File: src/hw/cpb_map.vh
// register map, field positions and reset values for the
// channel 3 pin-d select and complementary pwm cycle/buffer block.
// assumes a 32-bit avalon-mm slave with word-aligned registers.
`ifndef CPB_MAP_VH
`define CPB_MAP_VH
// --------------------------------------------------------------
// register word offsets
// --------------------------------------------------------------
`define CPB_OFS_IOCTL     4'h0
`define CPB_OFS_MODE      4'h1
`define CPB_OFS_CYCBUF    4'h2
`define CPB_OFS_CARBUF    4'h3
`define CPB_OFS_XFER      4'h4
`define CPB_OFS_SKIP      4'h5
`define CPB_OFS_LIMITS    4'h6
`define CPB_OFS_GRD       4'h7
`define CPB_OFS_STATUS    4'h8
`define CPB_OFS_MASK      4'h9
// --------------------------------------------------------------
// fields
// --------------------------------------------------------------
`define CPB_IOD_MSB       7
`define CPB_IOD_LSB       4
`define CPB_MODE_BUFD     4
`define CPB_MODE_TT_MSB   3
`define CPB_TT_CREST      4'hE
`define CPB_TT_TROUGH     4'hD
`define CPB_TT_BOTH       4'hF
`define CPB_SKIP_A_EN     7
`define CPB_SKIP_V_EN     3
`define CPB_ST_MATCH      0
`define CPB_ST_CAPT       1
`define CPB_ST_XFER       2
// --------------------------------------------------------------
// reset values
// --------------------------------------------------------------
`define CPB_RST_IOCTL     8'h00
`define CPB_RST_MODE      8'h00
`define CPB_RST_CYC       16'hFFFF
`endif

File: src/hw/cpb_pin_d.v
// channel 3 pin-d select: compare output or input capture.
// assumes match and pin inputs already synchronous to mclk.
`include "cpb_map.vh"
module cpb_pin_d (
    // clock and reset
    input  wire        mclk,
    input  wire        rst_n,
    // control
    input  wire [3:0]  iod_sel,
    input  wire        sel_wr,
    input  wire        buf_mode,
    // events
    input  wire        cmp_match,
    input  wire        pin_in,
    // results
    output reg         pin_out_ff,
    output wire        capture,
    output wire        match_evt
);
    reg pin_prev_ff;
    wire rise = pin_in & ~pin_prev_ff;
    wire fall = ~pin_in & pin_prev_ff;
    wire cmp_mode = ~iod_sel[3] & ~buf_mode;
    reg  cap_hit;
    reg  nxt_pin;

    // --------------------------------------------------------------
    // capture edge select
    // --------------------------------------------------------------
    always @* begin
        case (iod_sel[1:0])
            2'h0:    cap_hit = rise;
            2'h1:    cap_hit = fall;
            default: cap_hit = rise | fall;
        endcase
    end
    assign capture   = iod_sel[3] & ~buf_mode & cap_hit;
    assign match_evt = cmp_mode & cmp_match;

    // compare output; initial level loaded when a compare select other than retain is written
    always @* begin
        nxt_pin = pin_out_ff;
        if (sel_wr && !iod_sel[3] && iod_sel[1:0] != 2'h0) begin
            nxt_pin = iod_sel[2];
        end else if (match_evt) begin
            case (iod_sel[1:0])
                2'h1:    nxt_pin = 1'b0;
                2'h2:    nxt_pin = 1'b1;
                2'h3:    nxt_pin = ~pin_out_ff;
                default: nxt_pin = pin_out_ff;
            endcase
        end
    end

    always @(posedge mclk or negedge rst_n) begin
        if (!rst_n) begin
            pin_out_ff  <= 1'b0;
            pin_prev_ff <= 1'b0;
        end else begin
            pin_out_ff  <= nxt_pin;
            pin_prev_ff <= pin_in;
        end
    end
endmodule

File: src/hw/cpb_top.v
// complementary pwm cycle and buffer-transfer control with pin-d select.
// counters, dead-time and skip counters live elsewhere in the timer;
// this block sees their crest/trough/window strobes as mclk inputs.
//
// The register offsets and the Avalon-MM interface to the registers are this design's own decisions.
`include "cpb_map.vh"
module cpb_top #(
    parameter W = 16
) (
    // clock and reset
    input  wire         mclk,
    input  wire         resetn,
    // avalon-mm slave
    input  wire [3:0]   address,
    input  wire         read,
    input  wire         write,
    input  wire [31:0]  writedata,
    output reg  [31:0]  readdata,
    output wire         waitrequest,
    // timer events, same clock
    input  wire         crest,
    input  wire         trough,
    input  wire         skip_window,
    input  wire         grd_match,
    input  wire [W-1:0] grd_counter,
    // pin d
    input  wire         pin_d_in,
    output wire         pin_d_out,
    output wire         pin_d_oe_n,
    // cycle limits to counters and temp copy strobe
    output reg  [W-1:0] ch3_limit_ff,
    output reg  [W-1:0] ch4_limit_ff,
    output wire         temp_copy,
    // interrupt
    output wire         irq
);
    // --------------------------------------------------------------
    // reset and pin synchronisers
    // --------------------------------------------------------------
    reg rs1_ff, rs2_ff;
    always @(posedge mclk or negedge resetn) begin
        if (!resetn) begin
            rs1_ff <= 1'b0;
            rs2_ff <= 1'b0;
        end else begin
            rs1_ff <= 1'b1;
            rs2_ff <= rs1_ff;
        end
    end
    wire rst_n = rs2_ff;

    reg pin_s1_ff, pin_s2_ff;
    always @(posedge mclk or negedge rst_n) begin
        if (!rst_n) begin
            pin_s1_ff <= 1'b0;
            pin_s2_ff <= 1'b0;
        end else begin
            pin_s1_ff <= pin_d_in;
            pin_s2_ff <= pin_s1_ff;
        end
    end

    // --------------------------------------------------------------
    // registers
    // --------------------------------------------------------------
    reg [7:0]   ioctl_ff, mode_ff, skip_ff;
    reg [1:0]   xfer_ff;
    reg [W-1:0] cycbuf_ff, carbuf_ff, grd_ff;
    reg [2:0]   stat_ff, mask_ff;
    reg         ack_ff;

    // one wait state: request answered on the second edge
    wire req = (read | write) & ~ack_ff;
    assign waitrequest = (read | write) & ~ack_ff;
    wire wr_en = write & ack_ff;
    wire rd_en = read & ack_ff;

    function sel;
        input [3:0] a;
        input [3:0] o;
        sel = (a == o);
    endfunction

    wire iod_wr = wr_en & sel(address, `CPB_OFS_IOCTL);

    // --------------------------------------------------------------
    // transfer decision
    // --------------------------------------------------------------
    wire [3:0] tt   = mode_ff[`CPB_MODE_TT_MSB:0];
    wire at_crest   = (tt == `CPB_TT_CREST || tt == `CPB_TT_BOTH) & crest;
    wire at_trough  = (tt == `CPB_TT_TROUGH || tt == `CPB_TT_BOTH) & trough;
    wire xfer_point = at_crest | at_trough;
    // window needs an enable with a nonzero count on that enable
    wire skip_a     = skip_ff[`CPB_SKIP_A_EN] & (skip_ff[6:4] != 3'h0);
    wire skip_v     = skip_ff[`CPB_SKIP_V_EN] & (skip_ff[2:0] != 3'h0);
    wire skip_on    = skip_a | skip_v;
    reg  xfer_ok;
    always @* begin
        case (xfer_ff)
            2'h1:    xfer_ok = 1'b0;
            2'h2:    xfer_ok = skip_on & skip_window;
            default: xfer_ok = 1'b1;
        endcase
    end
    assign temp_copy = xfer_point & xfer_ok;

    // crest waits for the next trough, trough takes effect in the current one
    reg pend_ff;
    reg [W-1:0] pend3_ff, pend4_ff;
    always @(posedge mclk or negedge rst_n) begin
        if (!rst_n) begin
            ch3_limit_ff <= `CPB_RST_CYC;
            ch4_limit_ff <= `CPB_RST_CYC;
            pend_ff      <= 1'b0;
            pend3_ff     <= `CPB_RST_CYC;
            pend4_ff     <= `CPB_RST_CYC;
        end else if (xfer_point && at_trough) begin
            ch3_limit_ff <= cycbuf_ff;
            ch4_limit_ff <= carbuf_ff;
            pend_ff      <= 1'b0;
        end else if (xfer_point) begin
            pend3_ff     <= cycbuf_ff;
            pend4_ff     <= carbuf_ff;
            pend_ff      <= 1'b1;
        end else if (pend_ff && trough) begin
            ch3_limit_ff <= pend3_ff;
            ch4_limit_ff <= pend4_ff;
            pend_ff      <= 1'b0;
        end
    end

    // --------------------------------------------------------------
    // pin d
    // --------------------------------------------------------------
    wire cap_evt, match_evt;
    // a select write must load the new initial level, not the old one
    wire [3:0] iod_sel_now = iod_wr ? writedata[7:4]
                                    : ioctl_ff[`CPB_IOD_MSB:`CPB_IOD_LSB];
    cpb_pin_d u_pin (
        .mclk       (mclk),
        .rst_n      (rst_n),
        .iod_sel    (iod_sel_now),
        .sel_wr     (iod_wr),
        .buf_mode   (mode_ff[`CPB_MODE_BUFD]),
        .cmp_match  (grd_match),
        .pin_in     (pin_s2_ff),
        .pin_out_ff (pin_d_out),
        .capture    (cap_evt),
        .match_evt  (match_evt)
    );
    // driven while compare; low enable means driving
    assign pin_d_oe_n = ioctl_ff[`CPB_IOD_MSB];

    // --------------------------------------------------------------
    // register writes, status and capture
    // --------------------------------------------------------------
    wire [2:0] ev = {temp_copy, cap_evt, match_evt};
    wire st_rd = rd_en & sel(address, `CPB_OFS_STATUS);
    always @(posedge mclk or negedge rst_n) begin
        if (!rst_n) begin
            ack_ff    <= 1'b0;
            ioctl_ff  <= `CPB_RST_IOCTL;
            mode_ff   <= `CPB_RST_MODE;
            skip_ff   <= 8'h00;
            xfer_ff   <= 2'h0;
            cycbuf_ff <= `CPB_RST_CYC;
            carbuf_ff <= `CPB_RST_CYC;
            grd_ff    <= {W{1'b0}};
            stat_ff   <= 3'h0;
            mask_ff   <= 3'h0;
        end else begin
            ack_ff <= req;
            if (iod_wr)
                ioctl_ff <= writedata[7:0];
            if (wr_en && sel(address, `CPB_OFS_MODE))
                mode_ff <= writedata[7:0];
            if (wr_en && sel(address, `CPB_OFS_SKIP))
                skip_ff <= writedata[7:0];
            if (wr_en && sel(address, `CPB_OFS_XFER))
                xfer_ff <= writedata[1:0];
            // buffers are always writable
            if (wr_en && sel(address, `CPB_OFS_CYCBUF))
                cycbuf_ff <= writedata[W-1:0];
            if (wr_en && sel(address, `CPB_OFS_CARBUF))
                carbuf_ff <= writedata[W-1:0];
            if (wr_en && sel(address, `CPB_OFS_MASK))
                mask_ff <= writedata[2:0];
            if (cap_evt)
                grd_ff <= grd_counter;
            else if (wr_en && sel(address, `CPB_OFS_GRD))
                grd_ff <= writedata[W-1:0];
            // set wins over clear-on-read
            stat_ff <= (st_rd ? 3'h0 : stat_ff) | ev;
        end
    end
    assign irq = |(stat_ff & mask_ff);

    // --------------------------------------------------------------
    // read mux, registered with the acknowledge
    // --------------------------------------------------------------
    always @(posedge mclk or negedge rst_n) begin
        if (!rst_n) begin
            readdata <= 32'h0;
        end else if (read && req) begin
            case (address)
                `CPB_OFS_IOCTL:  readdata <= {24'h0, ioctl_ff};
                `CPB_OFS_MODE:   readdata <= {24'h0, mode_ff};
                `CPB_OFS_CYCBUF: readdata <= {{(32-W){1'b0}}, cycbuf_ff};
                `CPB_OFS_CARBUF: readdata <= {{(32-W){1'b0}}, carbuf_ff};
                `CPB_OFS_XFER:   readdata <= {30'h0, xfer_ff};
                `CPB_OFS_SKIP:   readdata <= {24'h0, skip_ff};
                `CPB_OFS_LIMITS: readdata <= {ch4_limit_ff, ch3_limit_ff};
                `CPB_OFS_GRD:    readdata <= {{(32-W){1'b0}}, grd_ff};
                `CPB_OFS_STATUS: readdata <= {29'h0, stat_ff};
                `CPB_OFS_MASK:   readdata <= {29'h0, mask_ff};
                default:         readdata <= 32'h0;
            endcase
        end
    end
endmodule

File: config.mk
export PLATFORM = sky130hd
export DESIGN_NAME = cpb_top
export DESIGN_NICKNAME = d
export VERILOG_FILES = /design/src/hw/cpb_pin_d.v /design/src/hw/cpb_top.v
export VERILOG_INCLUDE_DIRS = /design/src /design/src/hw
export SDC_FILE = /design/constraint.sdc
export NUM_CORES = 1
export LEC_CHECK = 0
export BUFFER_PORTS_ARGS = -buffer_cell sky130_fd_sc_hd__buf_2
export CORE_ASPECT_RATIO = 1.75
export CORE_MARGIN = 2
export CORE_UTILIZATION = 50
export CTS_CLUSTER_DIAMETER = 50
export CTS_CLUSTER_SIZE = 14
export DETAILED_ROUTE_END_ITERATION = 16
export HOLD_SLACK_MARGIN = 0.02
export PLACE_DENSITY_LB_ADDON = 0.08
export SLEW_MARGIN = 20
export SYNTH_ARGS = -nofsm -noshare
export SYNTH_HDL_FRONTEND = slang
export SYNTH_HIERARCHICAL = 1
export SYNTH_SLANG_ARGS = --single-unit
File: constraint.sdc
create_clock -name mclk -period 5.4 [get_ports mclk]
set_clock_uncertainty 0.2 [all_clocks]
set_input_delay 0.27 -clock mclk [delete_from_list [all_inputs] [get_ports mclk]]
set_output_delay 0.27 -clock mclk [all_outputs]
set_load 0.05 [all_outputs]
==> impl_metrics.json, run 1 <==
{
  "ir_drop_mv": 0.2391,
  "ys_warn_count": 6,
  "post_cts_resized": 0,
  "synthToLayoutAreaGrowth_pct": 20.71,
  "die_x_um": 101.7,
  "fp.dieH_um": 175.0,
  "layout_commonest_cell": "buf_2",
  "setup_viol": 0,
  "r2r_slack_ps": 2240,
  "syn_area_um2": 8356,
  "wl_per_cell_um": 19.99,
  "path_class": "in -> reg",
  "post_synth.cell_area_avg_um2": 12.09,
  "ctsLongestPathBuffers": 2,
  "drc_errors": 0,
  "final_cell_mix": "buf_2 (113), nand2_1 (97), dfstp_2 (96)",
  "clkPwrFrac_pct": 30.1,
  "ys_types": 67,
  "synth-seq-cells": 184,
  "p_leak_nw": 4.350,
  "arrival_ps": 3400,
  "p_int_mw": 2.649,
  "synthCells": 691,
  "antenna_found_initial": 0,
  "routabilityCongestion": 0.9143,
  "clkSinkCount": 184,
  "fin_crit_ps": 3303,
  "tns_ps": 0,
  "start_kind": "input pin",
  "pwr-share-seq_pct": 48.8,
  "final_nets": 898,
  "combPwrFrac_pct": 21.1,
  "syn_nets": 754,
  "io_pins": 130,
  "diodes": 0,
  "start_util_pct": 51.05,
  "min_path_cells": 2,
  "rsz0062_at_grt": "no",
  "ctsHtreeMaxLevel": 4,
  "outcome": "finished clean",
  "finalMaxSlewViolations": 0,
  "first_iter_violations": 338,
  "ys_async_sr_fraction_pct": 100.0,
  "dieArea_um2": 17800,
  "synth_edf_count": 0,
  "ys.flop_type": "dfstp_2",
  "design.core.area_um2": 16370,
  "grt_start_max_net_pins": 142,
  "grt_pass1_vias": 6292,
  "tightest_slew_ps": 1121,
  "path_max_fanout": 33,
  "root_buffer": "clkbuf_16",
  "power.total_mw": 3.883,
  "cts-buffers-inserted": 17,
  "viasPerCell": 5.708,
  "post-route-util_pct": 61.62,
  "grt_pass1_wl_um": 34070,
  "clk_latency_ps": 430,
  "critPathRequiredTime_ps": 5490,
  "critPathCaptureType": "flop",
  "grt_overflow": 0,
  "synth_seq_area_share_pct": 56.54,
  "portBuffers": 113,
  "drtPass1Iterations": 5,
  "rows": 62,
  "ff2ff_path_depth": 8,
  "maxSlewHeadroom_pct": 25.27,
  "net-switching-power_mw": 1.234,
  "drive_gt1_share_pct": 41.86,
  "antenna_left": 0,
  "p_per_area_nw_per_um2": 385.0,
  "fmax_mhz": 302.8,
  "switching_share_pct": 31.79,
  "routed_wl_um": 21430,
  "track_usage_pct": 25.02,
  "cap_viol_max_count": 0,
  "place_area_um2": 9061,
  "hp-start": "writedata[2]",
  "timing.rr.start": "ack_ff$_DFF_PN0_",
  "fin_area_um2": 10090,
  "hold_viol": 0,
  "hold_end": "mode_ff[2]$_DFFE_PN0P_",
  "num_vias": 6119,
  "finalCritPeriodShare_pct": 61.17,
  "reg2reg_to": "grd_ff[15]$_DFFE_PN0P_",
  "hpwl_um": 14080,
  "clk_pin_slew_ps": 70,
  "hp-class": "in -> reg",
  "post_cts_buffers": 0,
  "cts_tree": "built"
}
==> synth_stat cells (9+ instances only) <==
library cell	number	area [um^2]
nor2_1	39	146.4
mux2_1	9	101.4
a22o_1	29	254.0
mux2_4	10	150.1
o21ai_1	12	60.06
dfrtp_1	88	2202
mux2i_1	23	230.2
nand2_1	97	364.1
a31oi_1	35	219.0
dfstp_2	96	2522
o21ai_0	21	105.1
clkbuf_1	15	56.30
mux2_2	78	878.3
inv_1	13	48.80
buf_2	20	100.1
a221oi_1	10	87.58
==> kinds of logic after synthesis <==
kind of cell / synth area share [%]
buffers and inverters: 3.534
adder cells (fa/ha/maj): 0.2994
multiplexers: 17.09
other: 0.04488
AND/OR/NAND/NOR: 10.36
AO/OA/AOI/OAI: 12.13
flip-flops: 56.54
==> routing by layer <==
| metal | share of wire, % | up-vias | global-route usage, % | routed length [um] |
|---|---|---|---|---|
| li1 | - | 2788 | - | - |
| met2 | 53 | 205 | 43.28 | 11330 |
| met1 | 40 | 3086 | 30.73 | 8563 |
| met3 | 4.5 | 40 | 4.600 | 974 |
| met5 | 0 | - | 0 | 0 |
| met4 | 2.6 | 0 | 8.953 | 560 |
==> metrics by stage <==
step	hold slack, ps	setup WS, ps	instances
after floorplan	-225.6	2254	691
after global placement	-144.7	2286	992
after detailed placement	-142.0	2247	992
after CTS	29.10	2151	1072
after global routing	27.55	1883	1072
final	45.83	2097	1072
==> worst max-delay path: stages <==
cell	delay (ps)
buf_2	310
nor2_1	380
nand4_2	410
mux2_2	460
nor2b_1	120
a211oi_1	60
a2111oi_2	210
buf_4	410
o21ai_0	150
dlygate4sd3_1	590
==> registers in the layout, summed over array words and instances, names as in the netlist, 2 cells and up <==
name,flops
carbuf_ff,16
grd_ff,16
mask_ff,3
pend4_ff,16
readdata,32
cycbuf_ff,16
ioctl_ff,8
ch4_limit_ff,16
ch3_limit_ff,16
skip_ff,8
mode_ff,8
stat_ff,3
pend3_ff,16
xfer_ff,2
==> area by class of cell <==
type                            count  area [um^2]
Tap cell                          224        280.3
Multi-Input combinational cell    448         3351
Fill cell                        1361         6282
Clock inverter                     13        111.4
Clock buffer                       19        432.9
Inverter                           13        48.80
Timing Repair Buffer              171         1134
Sequential cell                   184         4728
==> power by group through the flow <==
stage,combinational (mW),sequential [mW],clock (mW)
5_1_grt,0.887,1.93,1.26
6_report,0.821,1.89,1.17
3_5_place_dp,0.738,1.92,0
2_1_floorplan,0.380,2.03,0
3_3_place_gp,0.719,1.90,0
4_1_cts,0.823,1.90,1.20
==> how the worst max path moves through the flow <==
| stage | end | depth (start not counted) | start |
|---|---|---|---|
| global route | grd_ff[15]$_DFFE_PN0P_ | 10 | address[0] |
| detailed placement | grd_ff[15]$_DFFE_PN0P_ | 9 | address[0] |
| finish | grd_ff[15]$_DFFE_PN0P_ | 10 | address[0] |
| floorplan | ack_ff$_DFF_PN0_ | 0 | rs2_ff$_DFF_PN0_ |
| CTS | grd_ff[15]$_DFFE_PN0P_ | 10 | address[0] |
| global placement | grd_ff[3]$_DFFE_PN0P_ | 9 | address[0] |
==> what timing repair did <==
action / 4_1_cts / 5_1_grt
hold buffers: 48 / 0
hold endpoints to repair: 60 / 0
setup endpoints to repair: 0 / 0
Power figures use the tool's default switching activity.
==> run 2: changes to the inputs <==
--- a/config.mk
+++ b/config.mk
@@ -6,6 +6,7 @@
 export SDC_FILE = /design/constraint.sdc
 export NUM_CORES = 1
 export LEC_CHECK = 0
+export ABC_AREA = 1
 export BUFFER_PORTS_ARGS = -buffer_cell sky130_fd_sc_hd__buf_2
 export CORE_ASPECT_RATIO = 1.75
 export CORE_MARGIN = 2
==> constraint.sdc (replaced) <==
create_clock -name mclk -period 2.8 [get_ports mclk]
set_clock_uncertainty 0.2 [all_clocks]
set_input_delay 0.14 -clock mclk [delete_from_list [all_inputs] [get_ports mclk]]
set_output_delay 0.14 -clock mclk [all_outputs]
set_load 0.05 [all_outputs]
==> impl_metrics.json, run 2 <==
{
  "synth-seq-cells": 184,
  "io_pins": 130,
  "clk_latency_ps": 440,
  "synthCells": 993,
  "arrival_ps": 2720,
  "synth_largest_area_cell": "dfstp_2",
  "tightest_slew_ps": 669.6,
  "drc_errors": 0,
  "viasPerCell": 5.185,
  "portBuffers": 113,
  "synth_seq_area_share_pct": 56.23,
  "netlist.area_leader.share_pct": 30.02,
  "regMostFlops": "readdata",
  "clkSinkCount": 184,
  "timing.hold.ws_ps": 24.90,
  "clk_pin_slew_ps": 70,
  "dieArea_um2": 17900,
  "final_cell_mix": "nand2_1 (358), o21ai_0 (114), buf_2 (113)",
  "wl_per_cell_um": 16.55,
  "drive_gt1_share_pct": 24.96,
  "finalMaxSlewViolations": 0,
  "cts_tree": "built",
  "num_vias": 7187,
  "synthTopCellsByArea": "dfstp_2 (30%), dfrtp_1 (26%), nand2_1 (16%)",
  "grt_start_max_net_pins": 74,
  "ctsLongestPathBuffers": 2,
  "ys_warn_count": 6,
  "fin_crit_ps": 2572,
  "combPwrFrac_pct": 21.5,
  "largest_register_ffs": 32,
  "ctsHtreeMaxLevel": 4,
  "start_util_pct": 51.09,
  "syn_area_um2": 8402,
  "fp.dieH_um": 175.5,
  "path_max_fanout": 16,
  "antenna_left": 0,
  "synthTopCellsByCount": "nand2_1 (358), o21ai_0 (115), dfstp_2 (96), dfrtp_1 (88), inv_1 (85)",
  "final_nets": 1212,
  "root_buffer": "clkbuf_16",
  "maxSlewHeadroom_pct": 55.22,
  "synthToLayoutAreaGrowth_pct": 22.13,
  "first_iter_violations": 426,
  "cts-buffers-inserted": 17,
  "setup_ws_ps": 227.6,
  "grt_overflow": 0,
  "yosysMostFrequentCell": "nand2_1",
  "net-switching-power_mw": 2.492,
  "tns_ps": 0,
  "ys_types": 34,
  "routabilityCongestion": 0.8972,
  "clkPwrFrac_pct": 30.9,
  "layout_commonest_cell": "nand2_1",
  "ys.flop_type": "dfstp_2",
  "switching_share_pct": 33.54,
  "rsz0062_at_grt": "no",
  "hold_viol": 0,
  "ys_async_sr_fraction_pct": 100.0,
  "antenna_found_initial": 0,
  "design.core.area_um2": 16450,
  "p_int_mw": 4.938,
  "cap_viol_max_count": 0,
  "pwr-share-seq_pct": 47.6,
  "p_per_area_nw_per_um2": 724.1,
  "start_kind": "input pin",
  "p_leak_nw": 4.842,
  "hpwl_um": 16280,
  "die_x_um": 102.0,
  "rows": 62,
  "finalCritPeriodShare_pct": 91.87,
  "outcome": "finished clean",
  "hp-class": "reg -> async",
  "syn_nets": 1056,
  "routed_wl_um": 22940,
  "fill_cells": 1554,
  "path_class": "in -> reg",
  "diodes": 0,
  "dp_worst_setup_slack_ps": 265.6,
  "fmax_mhz": 388.7,
  "track_usage_pct": 27.15,
  "critPathCaptureType": "flop",
  "setup_viol": 0,
  "grt_pass1_vias": 7043,
  "critPathRequiredTime_ps": 2950,
  "grt_pass1_wl_um": 36890,
  "drtPass1Iterations": 6,
  "synth_edf_count": 0,
  "ir_drop_mv": 0.4107,
  "post_synth.cell_area_avg_um2": 8.461
}
## run 2: changes by cell type in the layout (fill, tap and decap cells not counted), moves of 13 or more
cell	delta
mux2i_1	-23
o21a_1	+27
mux2_2	-78
o211ai_1	+26
inv_1	+72
nand3_1	+48
o21ai_0	+93
nand2_1	+261
a31oi_1	-29
buf_4	+13
a22o_1	-29
## run 2: final timing paths
kind / slack [ps] / endpoint / cells after the start / from
min reg2reg: 20 / stat_ff[2]$_DFF_PN0_ / 0 / rs2_ff$_DFF_PN0_
min in group mclk: 60 / ioctl_ff[4]$_DFFE_PN0N_ / 6 / address[1]
min: 20 / stat_ff[2]$_DFF_PN0_ / 0 / rs2_ff$_DFF_PN0_
max reg2reg: 270 / grd_ff[13]$_DFFE_PN0P_ / 15 / ack_ff$_DFF_PN0_
max in group asynchronous: 1530 / ch4_limit_ff[2]$_DFFE_PN1P_ / 1 / rs2_ff$_DFF_PN0_
max: 230 / grd_ff[13]$_DFFE_PN0P_ / 18 / address[3]
## run 2: timing repair
item | in CTS | in global routing
gates resized for setup | 0 | 1
endpoints found under the hold margin | 84 | 0
endpoints found under the setup margin | 0 | 4
buffers inserted | 0 | 0
hold buffers | 43 | 0
## run 2: power groups by stage
stage               registers, mW  logic, mW  clock network, mW
CTS                          3.53       1.61               2.34
detailed placement           3.58       1.55                  0
floorplan                    3.87      0.733                  0
global placement             3.57       1.52                  0
global route                 3.59       1.76               2.44
finish                       3.54       1.59               2.30
## run 2: cell families after synthesis
logic type	share of synthesized area, %
buffers and inverters	6.568
flip-flops	56.23
other	0.04463
AO/OA/AOI/OAI	13.37
adder cells (fa/ha/maj)	0.2978
AND/OR/NAND/NOR	23.48
## run 2: final cells by class
type | instances | area [um^2] | share of cell area [%]
clock buffers | 19 | 432.9 | 4.219
clock inverters | 13 | 118.9 | 1.158
inverters | 91 | 346.6 | 3.378
multi-input cells | 674 | 3133 | 30.53
flip-flops and latches | 184 | 4728 | 46.08
well taps | 224 | 280.3 | 2.731
repair buffers | 181 | 1221 | 11.90
## run 2: metrics by stage
| stage | util [%] | power, mW | instance area [um^2] | instances |
|---|---|---|---|---|
| floorplan | - | 4.598 | 8406 | 993 |
| global placement | 56.42 | 5.084 | 9279 | 1311 |
| detailed placement | 56.42 | 5.126 | 9279 | 1311 |
| CTS | 62.39 | 7.476 | 10260 | 1386 |
| global route | 62.39 | 7.792 | 10260 | 1386 |
| finish | 62.39 | 7.430 | 10260 | 1386 |
## run 2: metal layers
metal	global-route usage (%)	wire length (um)	part of all wire, %	up-vias
met5	0	0	0	-
met4	12.83	1046	4.6	0
met3	4.099	983	4.3	52
met2	46.71	11910	52	227
met1	32.83	8998	39	3401
li1	-	-	-	3507
## run 2: critical path, stage by stage
cell           delay (ps)
dlygate4sd3_1         530
buf_2                 160
nor2_4                120
nand2_2                90
nor2_4                180
inv_1                  80
buf_4                 180
nand2_1                60
o21ai_1               100
inv_1                 130
nand2_4                80
o21ai_1               150
nor3_2                 60
inv_1                  80
nand2_2               190
inv_2                 210
nand2_1                80
o21ai_0                80
